File: src/core/ifc_pkg.sv
// constants, types and carriers of the intermediate-frequency counter
`default_nettype none
package ifc_pkg;
    // clock and the 75 kHz reference, made by a fractional accumulator
    localparam int CLK_HZ = 25_000_000;
    localparam int REF_HZ = 75_000;
    localparam int REF_GCD_HZ = 25_000;
    localparam logic [9:0] REF_STEP = 10'(REF_HZ / REF_GCD_HZ);
    localparam logic [9:0] REF_MOD = 10'(CLK_HZ / REF_GCD_HZ);
    localparam logic [9:0] REF_ACC_RST = 10'h000;

    // counter geometry
    localparam int CNT_W = 20;
    localparam int SPLIT_LO_W = 12;
    localparam int SPLIT_HI_W = 8;
    localparam logic [CNT_W-1:0] CNT_RST = 20'h00000;

    // gate times in microseconds for gate codes 0..2, code 3 is the timer
    localparam int GATE_US_0 = 1000;
    localparam int GATE_US_1 = 4000;
    localparam int GATE_US_2 = 8000;
    localparam int GATE_W = 10;
    localparam logic [GATE_W-1:0] GATE_TICKS_0 =
        GATE_W'(GATE_US_0 * (REF_HZ / 1000) / 1000);
    localparam logic [GATE_W-1:0] GATE_TICKS_1 =
        GATE_W'(GATE_US_1 * (REF_HZ / 1000) / 1000);
    localparam logic [GATE_W-1:0] GATE_TICKS_2 =
        GATE_W'(GATE_US_2 * (REF_HZ / 1000) / 1000);
    localparam logic [GATE_W-1:0] GATE_RST = 10'h000;
    localparam logic [1:0] GATE_TIMER = 2'h3;

    // reference select port width; all ones means the loop is off
    localparam int REF_SEL_W = 3;
    localparam logic [REF_SEL_W-1:0] REF_SEL_OFF = 3'h7;

    // synchronised pin lanes
    localparam int IN_W = 5;
    localparam int IDX_IF = 0;
    localparam int IDX_LOGIC = 1;
    localparam int IDX_PERIOD = 2;
    localparam int IDX_SPLIT_A = 3;
    localparam int IDX_SPLIT_B = 4;
    localparam logic [IN_W-1:0] IN_RST = 5'h00;

    typedef enum logic [2:0] {
        IFC_IDLE = 3'b000,
        IFC_GATE = 3'b001,
        IFC_WAIT_EDGE = 3'b010,
        IFC_PERIOD = 3'b011,
        IFC_FREE = 3'b100
    } ifc_state_t;

    // configuration bits written by software
    typedef struct packed {
        logic sourceSelectBit;               // 1 = IF pin, 0 = logic input
        logic periodInputSelect;             // 1 = period input pin
        logic gateTimeSelHi;
        logic gateTimeSelLo;
        logic manualGate;                    // software-gate bit
        logic splitMode;
        logic [REF_SEL_W-1:0] refSelect;
    } ifc_cfg_t;

    // run-bit write strobes with their data
    typedef struct packed {
        logic runWr;                         // write to count_run_bit
        logic runData;
        logic runAltWr;                      // write to count_run_bit_alt
        logic runAltData;
    } ifc_run_t;

    // status read back by software
    typedef struct packed {
        logic busy;
        logic overflow;
        logic [CNT_W-1:0] count;
    } ifc_status_t;
endpackage
`default_nettype wire

File: src/core/ifc_counter.sv
// intermediate-frequency, period, timer and split event counter
// What this block does
// RULE1 - one 20-bit binary counter steered by a control port
// RULE2 - run written 1 starts, 0 stops; timer start also clears count
// RULE3 - automatic mode counts input edges for the gate time, then stops
// RULE4 - busy stays high while a measurement runs
// RULE5 - overflow set once the count reaches two to the twentieth
// RULE6 - software reads result only with busy and overflow both low
// RULE7 - software gating: gate code not all ones, gate bit and run set
// RULE8 - software-gated count ends when run is written 0
// RULE9 - period mode counts 75 kHz reference over one input cycle
// RULE10 - period select 1 switches input to the period pin
// RULE11 - software keeps gate bits low in period mode
// RULE12 - period busy drops after the closing input edge or a run write of 0
// RULE13 - gate bit and gate code all ones give a free 75 kHz timer
// RULE14 - timer is cleared on each run write of 1
// RULE15 - split and gate bits set give independent 12 and 8 bit counters
// RULE16 - split input a feeds the 12-bit, split input b the 8-bit half
// RULE17 - count bits 0..11 low counter, 12..19 high counter
// RULE18 - each split half clears when its run bit is written 1
// RULE19 - IF amplifier off while the loop is off; others keep working
// RULE20 - logic input source works in every mode regardless of the loop
// RULE21 - reference select all ones turns loop off, suspends IF counting
// RULE22 - one count per rising edge of the synchronised input
`default_nettype none
module ifc_counter (
    input wire logic ref_clk,                      // 25 MHz clock
    input wire logic arst_n,                       // async reset, active low
    input wire ifc_pkg::ifc_cfg_t cfg,             // configuration bits
    input wire ifc_pkg::ifc_run_t run,             // run-bit write strobes
    input wire logic ifInput,                      // IF amplifier output pin
    input wire logic logicInput,                   // general logic input
    input wire logic periodInputPin,               // period measure pin
    input wire logic splitInputA,                  // split counter pin a
    input wire logic splitInputB,                  // split counter pin b
    output ifc_pkg::ifc_status_t status,           // busy, overflow, count
    output logic ifAmpEnable,                      // IF amplifier enable
    output logic pllOff                            // loop off indication
);
    import ifc_pkg::*;

    // rising edge of a synchronised lane against its delayed copy
    // lanes and their copies reset low like idle pins: no edge on release
    function automatic logic riseOf(input logic now, input logic last);
        riseOf = now & ~last;
    endfunction

    // gate length in reference ticks for a gate code
    // code 3 lands in default; it only means something as the timer
    function automatic logic [GATE_W-1:0] gateTicks(input logic [1:0] sel);
        case (sel)
            2'h0: gateTicks = GATE_TICKS_0;
            2'h1: gateTicks = GATE_TICKS_1;
            default: gateTicks = GATE_TICKS_2;
        endcase
    endfunction

    // reset release and synchronised pins
    logic rstMeta;
    logic rst_n;
    logic [IN_W-1:0] pinSync;
    logic [IN_W-1:0] pinLast;

    // reference tick generator
    logic [9:0] refAcc;
    logic refTick;
    logic [9:0] refSum;

    // sequencer and gate timer
    ifc_state_t state;
    ifc_state_t next_state;
    logic [GATE_W-1:0] gateLeft;

    // next values of the status register
    logic [CNT_W-1:0] next_count;
    logic next_overflow;

    // decoded modes, input edge and run requests
    logic [1:0] gateSel;
    logic splitOn;
    logic timerOn;
    logic loopOff;
    logic suspended;
    logic selEdge;
    logic startReq;
    logic stopReq;
    logic countStep;

    // reset released through two flops; only constants under reset
    // assertion stays asynchronous, release lands on a clock edge
    always_ff @(posedge ref_clk or negedge arst_n) begin
        if (!arst_n) begin
            rstMeta <= 1'b0;
            rst_n <= 1'b0;
        end else begin
            rstMeta <= 1'b1;
            rst_n <= rstMeta;
        end
    end

    // lane order below must match the IDX_ constants of the package
    ifc_sync u_sync (
        .clk(ref_clk),
        .rst_n(rst_n),
        .din({splitInputB, splitInputA, periodInputPin, logicInput,
              ifInput}),
        .dout(pinSync)
    );

    // delayed copy of the synchronised lanes for edge detection
    always_ff @(posedge ref_clk or negedge rst_n) begin
        if (!rst_n) begin
            pinLast <= IN_RST;
        end else begin
            pinLast <= pinSync;
        end
    end

    // 75 kHz tick: add 3 per cycle modulo 1000, so no drift accumulates
    // a plain divide by 333 would run fast and drift against the crystal
    assign refSum = refAcc + REF_STEP;
    always_ff @(posedge ref_clk or negedge rst_n) begin
        if (!rst_n) begin
            refAcc <= REF_ACC_RST;
            refTick <= 1'b0;
        end else if (refSum >= REF_MOD) begin
            refAcc <= 10'(refSum - REF_MOD);
            refTick <= 1'b1;
        end else begin
            refAcc <= refSum;
            refTick <= 1'b0;
        end
    end

    // mode decode; split outranks the timer code
    // loop off also stops the other dividers, which sit outside this block
    assign gateSel = {cfg.gateTimeSelHi, cfg.gateTimeSelLo};
    assign splitOn = cfg.splitMode & cfg.manualGate;              // RULE15
    assign timerOn = cfg.manualGate & (gateSel == GATE_TIMER)
                     & ~splitOn;                                  // RULE13
    assign loopOff = (cfg.refSelect == REF_SEL_OFF);              // RULE21
    // only the IF path stalls with the loop off; logic input keeps going
    assign suspended = loopOff & cfg.sourceSelectBit
                       & ~cfg.periodInputSelect;                  // RULE20

    // selected counter input edge
    // the period pin outranks the source select bit
    always_comb begin
        if (cfg.periodInputSelect) begin                          // RULE10
            selEdge = riseOf(pinSync[IDX_PERIOD], pinLast[IDX_PERIOD]);
        end else if (cfg.sourceSelectBit) begin
            // amplifier gated off with the loop
            selEdge = riseOf(pinSync[IDX_IF], pinLast[IDX_IF])
                      & ~loopOff;                                 // RULE19
        end else begin
            selEdge = riseOf(pinSync[IDX_LOGIC], pinLast[IDX_LOGIC]);
        end
    end

    // run writes reach the sequencer only outside split mode
    assign startReq = run.runWr & run.runData & ~splitOn;         // RULE2
    assign stopReq = run.runWr & ~run.runData & ~splitOn;         // RULE2

    // measurement sequencer
    // a start always wins, so a run write of 1 restarts any measurement
    // split entry parks it in idle so busy reads 0 in split mode
    // a suspended IF count freezes the gate timer with it
    always_comb begin
        next_state = state;
        if (startReq) begin
            if (timerOn || cfg.manualGate) begin
                next_state = IFC_FREE;                            // RULE7
            end else if (cfg.periodInputSelect) begin
                next_state = IFC_WAIT_EDGE;                       // RULE11
            end else begin
                next_state = IFC_GATE;                            // RULE3
            end
        end else if (stopReq || splitOn) begin
            next_state = IFC_IDLE;                                // RULE8
        end else if (!suspended) begin
            case (state)
                IFC_IDLE: next_state = IFC_IDLE;
                IFC_GATE: begin
                    if (refTick && gateLeft <= 10'h001) begin
                        next_state = IFC_IDLE;                    // RULE3
                    end
                end
                IFC_WAIT_EDGE: begin
                    // the first edge opens the period window
                    if (selEdge) begin
                        next_state = IFC_PERIOD;                  // RULE9
                    end
                end
                IFC_PERIOD: begin
                    // busy holds until the closing edge arrives
                    if (selEdge) begin
                        next_state = IFC_IDLE;                    // RULE12
                    end
                end
                // free runs until a stop write or split entry
                IFC_FREE: next_state = IFC_FREE;
                default: next_state = IFC_IDLE;
            endcase
        end
    end

    // sequencer state register
    always_ff @(posedge ref_clk or negedge rst_n) begin
        if (!rst_n) begin
            state <= IFC_IDLE;
        end else begin
            state <= next_state;
        end
    end

    // gate time down-counter in reference ticks
    // reloaded on every start, so a new gate code applies at once
    always_ff @(posedge ref_clk or negedge rst_n) begin
        if (!rst_n) begin
            gateLeft <= GATE_RST;
        end else if (startReq) begin
            gateLeft <= gateTicks(gateSel);
        end else if (state == IFC_GATE && refTick && !suspended) begin
            gateLeft <= 10'(gateLeft - 10'h001);
        end
    end

    // what advances the 20-bit counter this cycle
    // the free state counts reference ticks as a timer, input edges else
    always_comb begin
        case (state)
            IFC_GATE: countStep = selEdge;                        // RULE22
            IFC_PERIOD: countStep = refTick;                      // RULE9
            IFC_FREE: countStep = timerOn ? refTick : selEdge;    // RULE13
            default: countStep = 1'b0;
        endcase
        countStep = countStep & ~suspended;                       // RULE21
    end

    // count and overflow; a start clears both, then counting resumes
    // overflow is sticky until the next start while the count wraps on
    always_comb begin
        next_count = status.count;
        next_overflow = status.overflow;
        if (splitOn) begin
            // two independent halves, each with its own run bit
            // a half counts while its last written run data is 1
            if (run.runWr && run.runData) begin
                next_count[SPLIT_LO_W-1:0] = 12'h000;             // RULE18
            end else if (run.runData &&
                         riseOf(pinSync[IDX_SPLIT_A],
                                pinLast[IDX_SPLIT_A])) begin
                next_count[SPLIT_LO_W-1:0] =
                    12'(status.count[SPLIT_LO_W-1:0] + 12'h001);  // RULE16
            end
            if (run.runAltWr && run.runAltData) begin
                next_count[CNT_W-1:SPLIT_LO_W] = 8'h00;           // RULE18
            end else if (run.runAltData &&
                         riseOf(pinSync[IDX_SPLIT_B],
                                pinLast[IDX_SPLIT_B])) begin
                next_count[CNT_W-1:SPLIT_LO_W] =
                    8'(status.count[CNT_W-1:SPLIT_LO_W] + 8'h01); // RULE17
            end
        end else if (startReq) begin
            next_count = CNT_RST;                                 // RULE14
            next_overflow = 1'b0;
        end else if (countStep) begin
            next_count = 20'(status.count + 20'h00001);           // RULE1
            if (status.count == 20'hFFFFF) begin
                next_overflow = 1'b1;                             // RULE5
            end
        end
    end

    // status register; one process owns every field of the status port
    // busy follows the next state, so it rises with the start edge
    always_ff @(posedge ref_clk or negedge rst_n) begin
        if (!rst_n) begin
            status.busy <= 1'b0;
            status.count <= CNT_RST;
            status.overflow <= 1'b0;
        end else begin
            status.busy <= (next_state != IFC_IDLE);              // RULE4
            status.count <= next_count;
            status.overflow <= next_overflow;
        end
    end

    // amplifier enable and loop-off indication from flops
    // flops keep decode glitches off the pins that leave the block
    always_ff @(posedge ref_clk or negedge rst_n) begin
        if (!rst_n) begin
            ifAmpEnable <= 1'b0;
            pllOff <= 1'b0;
        end else begin
            ifAmpEnable <= ~loopOff & cfg.sourceSelectBit;        // RULE19
            pllOff <= loopOff;                                    // RULE21
        end
    end
endmodule
`default_nettype wire

File: src/core/ifc_sync.sv
// two-flop synchroniser for the counter's pin inputs
`default_nettype none
module ifc_sync (
    input wire logic clk,                          // counter clock
    input wire logic rst_n,                        // synchronous-release reset
    input wire logic [ifc_pkg::IN_W-1:0] din,      // asynchronous pins
    output logic [ifc_pkg::IN_W-1:0] dout          // synchronised copy
);
    import ifc_pkg::*;

    logic [IN_W-1:0] stage1;

    // first stage feeds only the second, to keep metastability contained
    always_ff @(posedge clk or negedge rst_n) begin
        if (!rst_n) begin
            stage1 <= IN_RST;
            dout <= IN_RST;
        end else begin
            stage1 <= din;
            dout <= stage1;
        end
    end
endmodule
`default_nettype wire

File: config.mk
export PLATFORM = sky130hd
export DESIGN_NAME = ifc_counter
export DESIGN_NICKNAME = d
export VERILOG_FILES = /design/src/core/ifc_pkg.sv /design/src/core/ifc_counter.sv /design/src/core/ifc_sync.sv
export SDC_FILE = /design/constraint.sdc
export NUM_CORES = 1
export LEC_CHECK = 0
export ABC_AREA = 1
export ABC_CLOCK_PERIOD_IN_PS = 2100
export BUFFER_PORTS_ARGS = -buffer_cell sky130_fd_sc_hd__buf_2
export CORE_ASPECT_RATIO = 1.75
export CORE_MARGIN = 2
export CORE_UTILIZATION = 40
export DETAILED_ROUTE_END_ITERATION = 7
export PLACE_DENSITY = 0.62
export SLEW_MARGIN = 25
export SYNTH_ARGS = -nofsm -noshare
export SYNTH_HDL_FRONTEND = slang
export SYNTH_HIERARCHICAL = 1
export SYNTH_SLANG_ARGS = --single-unit
File: constraint.sdc
create_clock -name ref_clk -period 2.1 [get_ports ref_clk]
set_input_delay 0.21 -clock ref_clk [delete_from_list [all_inputs] [get_ports ref_clk]]
set_output_delay 0.21 -clock ref_clk [all_outputs]
set_load 0.005 [all_outputs]
==> results of run 1 <==
-- worst min-delay path: cells and delay by family --
kind	cells	cell delay, ps
simple gates	1	70
buf+inv	2	160
-- cell families (layout without fill, tap and decap cells) --
logic type / Yosys count / after routing
XOR/XNOR: 21 / 21
flip-flops: 65 / 65
buffers and inverters: 58 / 124
AND/OR/NAND/NOR: 265 / 265
adder cells (fa/ha/maj): 6 / 6
other: 1 / 1
AO/OA/AOI/OAI: 49 / 49
-- cell usage after synthesis, types with 2 or more instances --
| cell type | n |
|---|---|
| dfrtp_1 | 65 |
| nand3_1 | 50 |
| o22ai_1 | 2 |
| xor2_1 | 15 |
| clkbuf_1 | 4 |
| a22oi_1 | 3 |
| nand2_2 | 4 |
| nor2_1 | 57 |
| inv_1 | 51 |
| nor3b_1 | 3 |
| nor2_2 | 4 |
| xnor2_1 | 5 |
| buf_2 | 2 |
| o21ai_0 | 27 |
| nand3_2 | 2 |
| nor4_1 | 2 |
| ha_1 | 6 |
| nand3b_1 | 2 |
| a21oi_1 | 10 |
| nand4_1 | 4 |
| nor3_1 | 8 |
| nand2_1 | 121 |
-- placed cells by master, fill, tap and decap left out, drive strengths merged --
master / netlist / final
o21a: 1 / 1
o31ai: 1 / 1
a22o: 1 / 1
dfrtp: 65 / 65
a22oi: 3 / 3
clkinv: 0 / 1
o22ai: 2 / 2
nor3: 10 / 10
buf: 3 / 51
bufinv: 0 / 2
xnor2: 5 / 5
nand3: 53 / 53
a41oi: 1 / 1
o21ai: 28 / 28
dlygate4sd3: 0 / 6
and2: 1 / 1
nor4: 2 / 2
nor2: 62 / 62
nand2: 126 / 126
conb: 1 / 1
clkbuf: 4 / 11
nand4: 4 / 4
o21bai: 1 / 1
a21oi: 11 / 11
or2: 2 / 2
clkinvlp: 0 / 2
nand3b: 2 / 2
xor2: 16 / 16
ha: 6 / 6
inv: 51 / 51
nor3b: 3 / 3
-- flip-flops by register name, indices dropped and copies added, names as in the netlist --
name and count:
gateLeft 10, ifAmpEnable 1, pinLast 5, pllOff 1, refAcc 10, refTick 1, rstMeta 1, rst_n 1
state 3, status 22, u_sync/dout 5, u_sync/stage1 5
-- worst max-delay path by stage --
| stage | to | slack, ps |
|---|---|---|
| finish | status[16] | 250 |
| global route | status[16] | 40 |
| CTS | status[16] | 190 |
| detailed placement | status[16] | 250 |
| global placement | status[18] | 340 |
| floorplan | gateLeft[0] | 160 |
-- cell type report --
type                    count  area, um2  share of cell area (%)
repair buffers             57        348                    7.96
clock buffers              11        233                    5.33
well taps                 117        146                    3.35
inverters                  51        191                    4.38
flip-flops and latches     65       1630                    37.3
clock inverters             5       80.1                    1.83
multi-input cells         342       1740                    39.9
-- power by group --
group          internal, W  switching, W
logic             0.000218      0.000316
clock network      0.00104      0.000547
registers          0.00137      0.000126
-- routing by layer --
layer / up-vias / part of all wire [%]
met1: 1521 / 38
met3: 35 / 3.7
li1: 1621 / -
met2: 82 / 54
met5: - / 0
met4: 0 / 4.6
-- repair_timing --
item                                    in CTS  in global routing
gates resized for setup                      0                  0
endpoints found under the setup margin       0                  1
hold buffers                                 6                  0
endpoints found under the hold margin        7                  0
-- per-stage QoR --
step / setup WS [ps] / util, %
after detailed placement: 245 / 45.8
after floorplan: 156 / -
after global routing: 41.6 / 50.1
final: 249 / 50.1
after global placement: 335 / 45.8
after CTS: 187 / 50.1
==> run summary, run 1 <==
WL/cell = 13.3 um
die area = 9780 um2
initial core utilization = 41.2%
GR Util met3 = 3.97%
gpl congestion = 0.903
Num CTS Buffers = 9
reg2reg start = status[1]
diode count = 0
clk buf depth = 2
area share of the largest cell type after synthesis = 45.3%
Simple-Gate Fraction of Synth Area = 33.3%
Setup CP Type = flip-flop to flip-flop
drt drc = 0
clock sinks = 65
num rows = 45
delay-heaviest family, CP = simple AND/OR/NAND/NOR gates
Final Non-Filler Cells = 648
WHS = 146 ps
# nets final = 552
final setup vio count = 0
crit-path max cell delay = 420 ps
syn avg cell area = 7.73 um2
CP endpoint kind = flip-flop
IO Port Bufs = 43
Max Clk Rate = 540 MHz
Hold Crit Start = cfg[8]
global route overflow = 0
Reg2Reg Capture Point = status[16]
gr busiest metal = met2
period utilization = 88.1%
Setup Buffers After CTS = 0
CTS tree = done
Pins Over Slew Limit = 0
Pre-antenna DRT Iters = 4
Worst VDD drop = 0.000558 V
vias per cell = 5.03
vias = 3259
met1 usage = 20.5%
final-report hold violation count = 0
Clock Latency Late Sink = 330 ps
Area Growth Syn to Fin = 21.6%
num ports = 44
Post-Synth Adder-Cell Area = 2.09%
YS warnings = 6
largest fanout on the critical path = 5
crit path time final = 1850 ps
chip width = 75.6 um
Synth area leader = dfrtp_1
status = completed
Mapped Cells = 465
GRT Util Overall = 19.2%
largest family of logic cells by synthesized area = simple AND/OR/NAND/NOR gates
placed cell areas = 4000 um2
stages on the worst setup path = 10
Clock transition at path regs = 50 ps
RSZ-0062 raised after global routing = false
P_leak = 2.25 nW
Synth Area in XOR/XNOR = 5.33%
r2r setup slk = 250 ps
Post-synth top flop = dfrtp_1
Synth async-reset ratio = 100%
Cells on Worst Hold Path = 3
Power Total = 0.00361 W
startpoint class of the critical path = flip-flop
antenna-violating nets left = 0
Seq/Total Area, Yosys = 45.3%
CP max-delay cell = dfrtp_1
first-pass GRT wire length = 14300 um
total negative setup slack = 0 ps
Root Buffer = clkbuf_16
initial DRC count = 200
Power Dens Cells = 826 nW/um2
compound-gate portion of the synthesized area = 7.63%
reg2reg path depth = 10
fillers = 849
CP Data Required Time = 2370 ps
core area = 8730 um2
Seq cells post-synth = 65
skew final = 5.18 ps
placed insts = 626
met2 global-route usage = 33.7%
Most common cell on crit path = nand2_1
ranking of synthesized cells by area = dfrtp_1 45%, nand2_1 13%, nand3_1 7.0%
cell area after layout = 4370 um2
critical path cell sequence = ha_1 > nand2_2 > nor3_4 > nand3_2 > nor2_1 > xor2_1 > nand2_1 > nand2_1 > nand3_1 > nand2_1
initial antenna violation count = 0
Die Ht = 129 um
pin count of the biggest net entering global routing = 46
Post-Syn Nets = 491
Synth Cell Area = 3590 um2
HP Class = input pin to flip-flop
Setup crit start = status[1]
vias in the first global route = 3259
WP data arrival = 2120 ps
CP Buf/Inv Count = 0
WHS Endpoint = ifAmpEnable
multiplexer share of the synthesized area = 0%
max cap viols = 0
Netlist cell types = 40
dpl hpwl = 6430 um
H-Tree Depth = 3
final wirelength = 8640 um
Post-synth EDFFs = 0
layout cells sized above 1 = 15.8%
(Power assumes the default switching activity.)
==> run 2: changes to the inputs <==
--- a/config.mk
+++ b/config.mk
@@ -10,9 +10,9 @@
 export BUFFER_PORTS_ARGS = -buffer_cell sky130_fd_sc_hd__buf_2
 export CORE_ASPECT_RATIO = 1.75
 export CORE_MARGIN = 2
-export CORE_UTILIZATION = 40
+export CORE_UTILIZATION = 58
 export DETAILED_ROUTE_END_ITERATION = 7
-export PLACE_DENSITY = 0.62
+export PLACE_DENSITY = 0.84
 export SLEW_MARGIN = 25
 export SYNTH_ARGS = -nofsm -noshare
 export SYNTH_HDL_FRONTEND = slang
==> run summary, run 2 (synthesis results as in run 1) <==
period utilization = 86.7%
Clock Latency Late Sink = 350 ps
layout cells sized above 1 = 15.9%
core area = 6090 um2
final-report hold violation count = 0
clock sinks = 65
skew final = 9.59 ps
GR Util met3 = 4.79%
initial DRC count = 252
Power Dens Cells = 708 nW/um2
placed insts = 591
setup ws final = 280 ps
chip width = 63.5 um
RSZ-0062 raised after global routing = false
max cap viols = 0
initial core utilization = 59.0%
CP Data Required Time = 2390 ps
pin count of the biggest net entering global routing = 47
Max Clk Rate = 549 MHz
gpl congestion = 0.899
Pre-antenna DRT Iters = 7
number of flip-flops in the largest register = 22
P_leak = 2.20 nW
CP endpoint kind = flip-flop
register area = 1630 um2
Final Non-Filler Cells = 613
commonest non-fill, non-tap cell in the layout = nand2_1
Area Growth Syn to Fin = 16.9%
cell area after layout = 4200 um2
status = completed
Die Ht = 108 um
antenna-violating nets left = 0
clk buf depth = 2
Worst VDD drop = 0.000512 V
DP Worst Slack = 309 ps
Setup Buffers After CTS = 0
WP data arrival = 2110 ps
startpoint class of the critical path = flip-flop
most frequent cells in the layout = 121 x nand2_1, 64 x dfrtp_1, 57 x nor2_1
largest register by flop count = status
dpl hpwl = 6330 um
crit path time final = 1820 ps
final setup vio count = 0
final wirelength = 8460 um
Hold Crit Start = cfg[8]
num ports = 44
Num CTS Buffers = 9
HP Class = input pin to flip-flop
Root Buffer = clkbuf_8
Clock transition at path regs = 70 ps
largest registers = status x22, gateLeft x10, refAcc x10
met1 usage = 28.9%
total negative setup slack = 0 ps
Pins Over Slew Limit = 0
diode count = 0
first-pass GRT wire length = 14200 um
H-Tree Depth = 3
met2 global-route usage = 49.0%
die area = 6860 um2
global route overflow = 0
WL/cell = 13.8 um
Setup CP Type = flip-flop to flip-flop
# nets final = 554
Multi-input gate area = 1740 um2
largest fanout on the critical path = 6
drt drc = 0
vias in the first global route = 3193
initial antenna violation count = 0
fillers = 544
placed cell areas = 3960 um2
CTS tree = done
Setup crit start = status[0]
GRT Util Overall = 26.9%
CTS resizes = 0
gr busiest metal = met2
IO Port Bufs = 43
reg2reg start = status[0]
num rows = 38
vias per cell = 5.34
Power Total = 0.00297 W
vias = 3276
==> run 2: cell types whose count changed in the layout (fill, tap and decap cells not counted) <==
| cell | before | now |
|---|---|---|
| clkbuf_16 | 9 | 0 |
| clkinvlp_4 | 2 | 1 |
| clkbuf_1 | 2 | 3 |
| bufinv_16 | 2 | 0 |
| buf_4 | 7 | 9 |
| clkbuf_8 | 0 | 11 |
==> run 2: cell type report <==
type / count / area share, %
multi-input combinational: 342 / 41.5
sequential: 65 / 38.8
timing repair buffer: 59 / 8.64
inverter: 51 / 4.56
clock buffer: 14 / 3.87
tap: 80 / 2.38
clock inverter: 2 / 0.298
==> run 2: power by group <==
group / internal [W] / total [W] / switching, W
Combinational: 0.000217 / 0.000534 / 0.000316
Clock: 0.000492 / 0.000952 / 0.000460
Sequential: 0.00136 / 0.00149 / 0.000122
==> run 2: worst paths after layout <==
check	endpoint	slack (ps)	depth (start not counted)
worst max-delay path	status[16]	280	10
worst min-delay path	ifAmpEnable	120	3
worst max register to register	status[16]	280	10
worst min register to register	ifAmpEnable	220	0
max in group asynchronous	refAcc[0]	1280	1
min in group asynchronous	rstMeta	180	2
==> run 2: routing by layer <==
layer	share of wire, %	vias up
li1	-	1617
met1	38	1523
met2	55	110
met3	3.9	26
met4	3.7	0
met5	0	-
==> run 2: what timing repair did <==
item                                    4_1_cts  5_1_grt
endpoints found under the hold margin         7        0
hold buffers                                  6        0
endpoints found under the setup margin        0        0
==> run 2: worst max-delay path, cell delays in order, from the launching register on <==
cell	delay (ps)
dfrtp_1	430
ha_1	260
nand2_2	110
nor3_4	220
nand3_2	150
nor2_1	140
xor2_1	160
nand2_1	80
nand2_1	70
nand3_1	70
nand2_1	70
==> run 2: metrics by stage <==
stage	util, %	hold WS [ps]
after floorplan	-	-85.6
after global placement	65.1	-5.72
after detailed placement	65.1	4.30
after CTS	69.0	109
after global routing	69.0	107
final	69.0	121
==> run 3: changes to the inputs <==
--- a/config.mk
+++ b/config.mk
@@ -6,13 +6,14 @@
 export NUM_CORES = 1
 export LEC_CHECK = 0
 export ABC_AREA = 1
-export ABC_CLOCK_PERIOD_IN_PS = 2100
+export ABC_CLOCK_PERIOD_IN_PS = 2000
 export BUFFER_PORTS_ARGS = -buffer_cell sky130_fd_sc_hd__buf_2
 export CORE_ASPECT_RATIO = 1.75
 export CORE_MARGIN = 2
 export CORE_UTILIZATION = 58
 export DETAILED_ROUTE_END_ITERATION = 7
 export PLACE_DENSITY = 0.84
+export SETUP_SLACK_MARGIN = 0.4
 export SLEW_MARGIN = 25
 export SYNTH_ARGS = -nofsm -noshare
 export SYNTH_HDL_FRONTEND = slang
==> constraint.sdc (replaced) <==
create_clock -name ref_clk -period 2 [get_ports ref_clk]
set_input_delay 0.2 -clock ref_clk [delete_from_list [all_inputs] [get_ports ref_clk]]
set_output_delay 0.2 -clock ref_clk [all_outputs]
set_load 0.005 [all_outputs]
==> run summary, run 3 (synthesis results as in run 1) <==
status = completed
Power Dens Cells = 765 nW/um2
setup ws final = 220 ps
skew final = 10.7 ps
Clock Latency Late Sink = 360 ps
CP endpoint kind = flip-flop
most frequent cells in the layout = 105 x nand2_1, 59 x dfrtp_1, 45 x nor2_1
global route overflow = 0
initial antenna violation count = 0
WP data arrival = 2060 ps
P_leak = 2.46 nW
largest registers = status x22, gateLeft x10, refAcc x10
Setup CP Type = flip-flop to flip-flop
antenna-violating nets left = 0
RSZ-0062 raised after global routing = true
initial core utilization = 59.0%
largest register by flop count = status
initial DRC count = 566
clk buf depth = 2
diode count = 0
Clock transition at path regs = 70 ps
gpl congestion = 0.925
layout cells sized above 1 = 36.0%
HP Class = input pin to flip-flop
Worst VDD drop = 0.000795 V
Pre-antenna DRT Iters = 6
pin count of the biggest net entering global routing = 64
delay-heaviest family, CP = simple AND/OR/NAND/NOR gates
critical path cell sequence = buf_4 > buf_4 > nand3_1 > nand2_1 > nand2_2 > a21oi_4 > nand2_2 > nor2_8 > nand2_4 > o21ai_2
DP Worst Slack = 190 ps
num rows = 38
WL/cell = 18.3 um
final setup vio count = 0
dpl hpwl = 6210 um
num ports = 44
vias in the first global route = 3481
vias = 3875
period utilization = 89.0%
max cap viols = 0
IO Port Bufs = 43
die area = 6860 um2
CP Buf/Inv Count = 2
first-pass GRT wire length = 15600 um
Pins Over Slew Limit = 0
startpoint class of the critical path = flip-flop
drt drc = 0
Die Ht = 108 um
Root Buffer = clkbuf_8
CP max-delay cell = dfrtp_1
CTS tree = done
clock sinks = 65
CP Data Required Time = 2280 ps
Area Growth Syn to Fin = 39.9%
number of flip-flops in the largest register = 22
commonest non-fill, non-tap cell in the layout = nand2_1
crit-path max cell delay = 420 ps
largest fanout on the critical path = 8
# nets final = 585
vias per cell = 6.02
final wirelength = 11800 um
Power Total = 0.00385 W
final-report hold violation count = 0
chip width = 63.5 um
total negative setup slack = 0 ps
H-Tree Depth = 3
Num CTS Buffers = 9
WHS = 118 ps
core area = 6090 um2
Max Clk Rate = 562 MHz
crit path time final = 1780 ps
GRT Util Overall = 29.2%
## run 3: metrics by stage
stage	cell area [um2]	instances	utilization (%)
final	5030	644	82.6
after global routing	5030	644	82.6
after CTS	4520	626	74.3
after detailed placement	3960	590	65.0
after global placement	3960	590	65.0
after floorplan	3600	465	-
## run 3: worst register-to-register path, cell delays in order, from the launching register on
cell     delay, ps
dfrtp_1        420
buf_4          140
buf_4          130
nand3_1        100
nand2_1        110
nand2_2        130
a21oi_4        170
nand2_2        130
nor2_8         210
nand2_4        100
o21ai_2         70
## run 3: worst paths after layout
kind	to	startpoint	slack, ps	cells after the start
hold reg to reg	pinLast[0]	rst_n	270	1
hold / removal	ifAmpEnable	cfg[8]	120	3
min in group asynchronous	rst_n	arst_n	170	2
max in group asynchronous	status[16]	rst_n	1420	1
setup reg to reg	refAcc[5]	refAcc[3]	220	10
setup / recovery	refAcc[5]	refAcc[3]	220	10
## run 3: per-layer routing
layer	routed length, um	vias up	global-route usage, %
met5	0	-	0
met4	644	0	16.6
met3	775	70	5.20
met2	6160	268	53.1
met1	4220	1849	31.3
li1	-	1688	-
## run 3: where the power goes
part,internal [W],switching (W)
clock,0.000855,0.000513
combinational,0.000399,0.000510
sequential,0.00143,0.000135
## run 3: layout make-up
| cell class | instances | area [um2] |
|---|---|---|
| sequential | 65 | 1630 |
| timing repair buffer | 89 | 632 |
| clock buffer | 10 | 138 |
| inverter | 51 | 191 |
| tap | 80 | 100 |
| clock inverter | 6 | 105 |
| fill | 340 | 1060 |
| multi-input combinational | 343 | 2230 |
## run 3: timing repair
action,4_1_cts,5_1_grt
gates resized for setup,40,88
gates cloned,0,2
hold buffers,6,0
pin swaps,15,35
endpoints found under the setup margin,36,40
buffers inserted,14,16
endpoints found under the hold margin,7,0
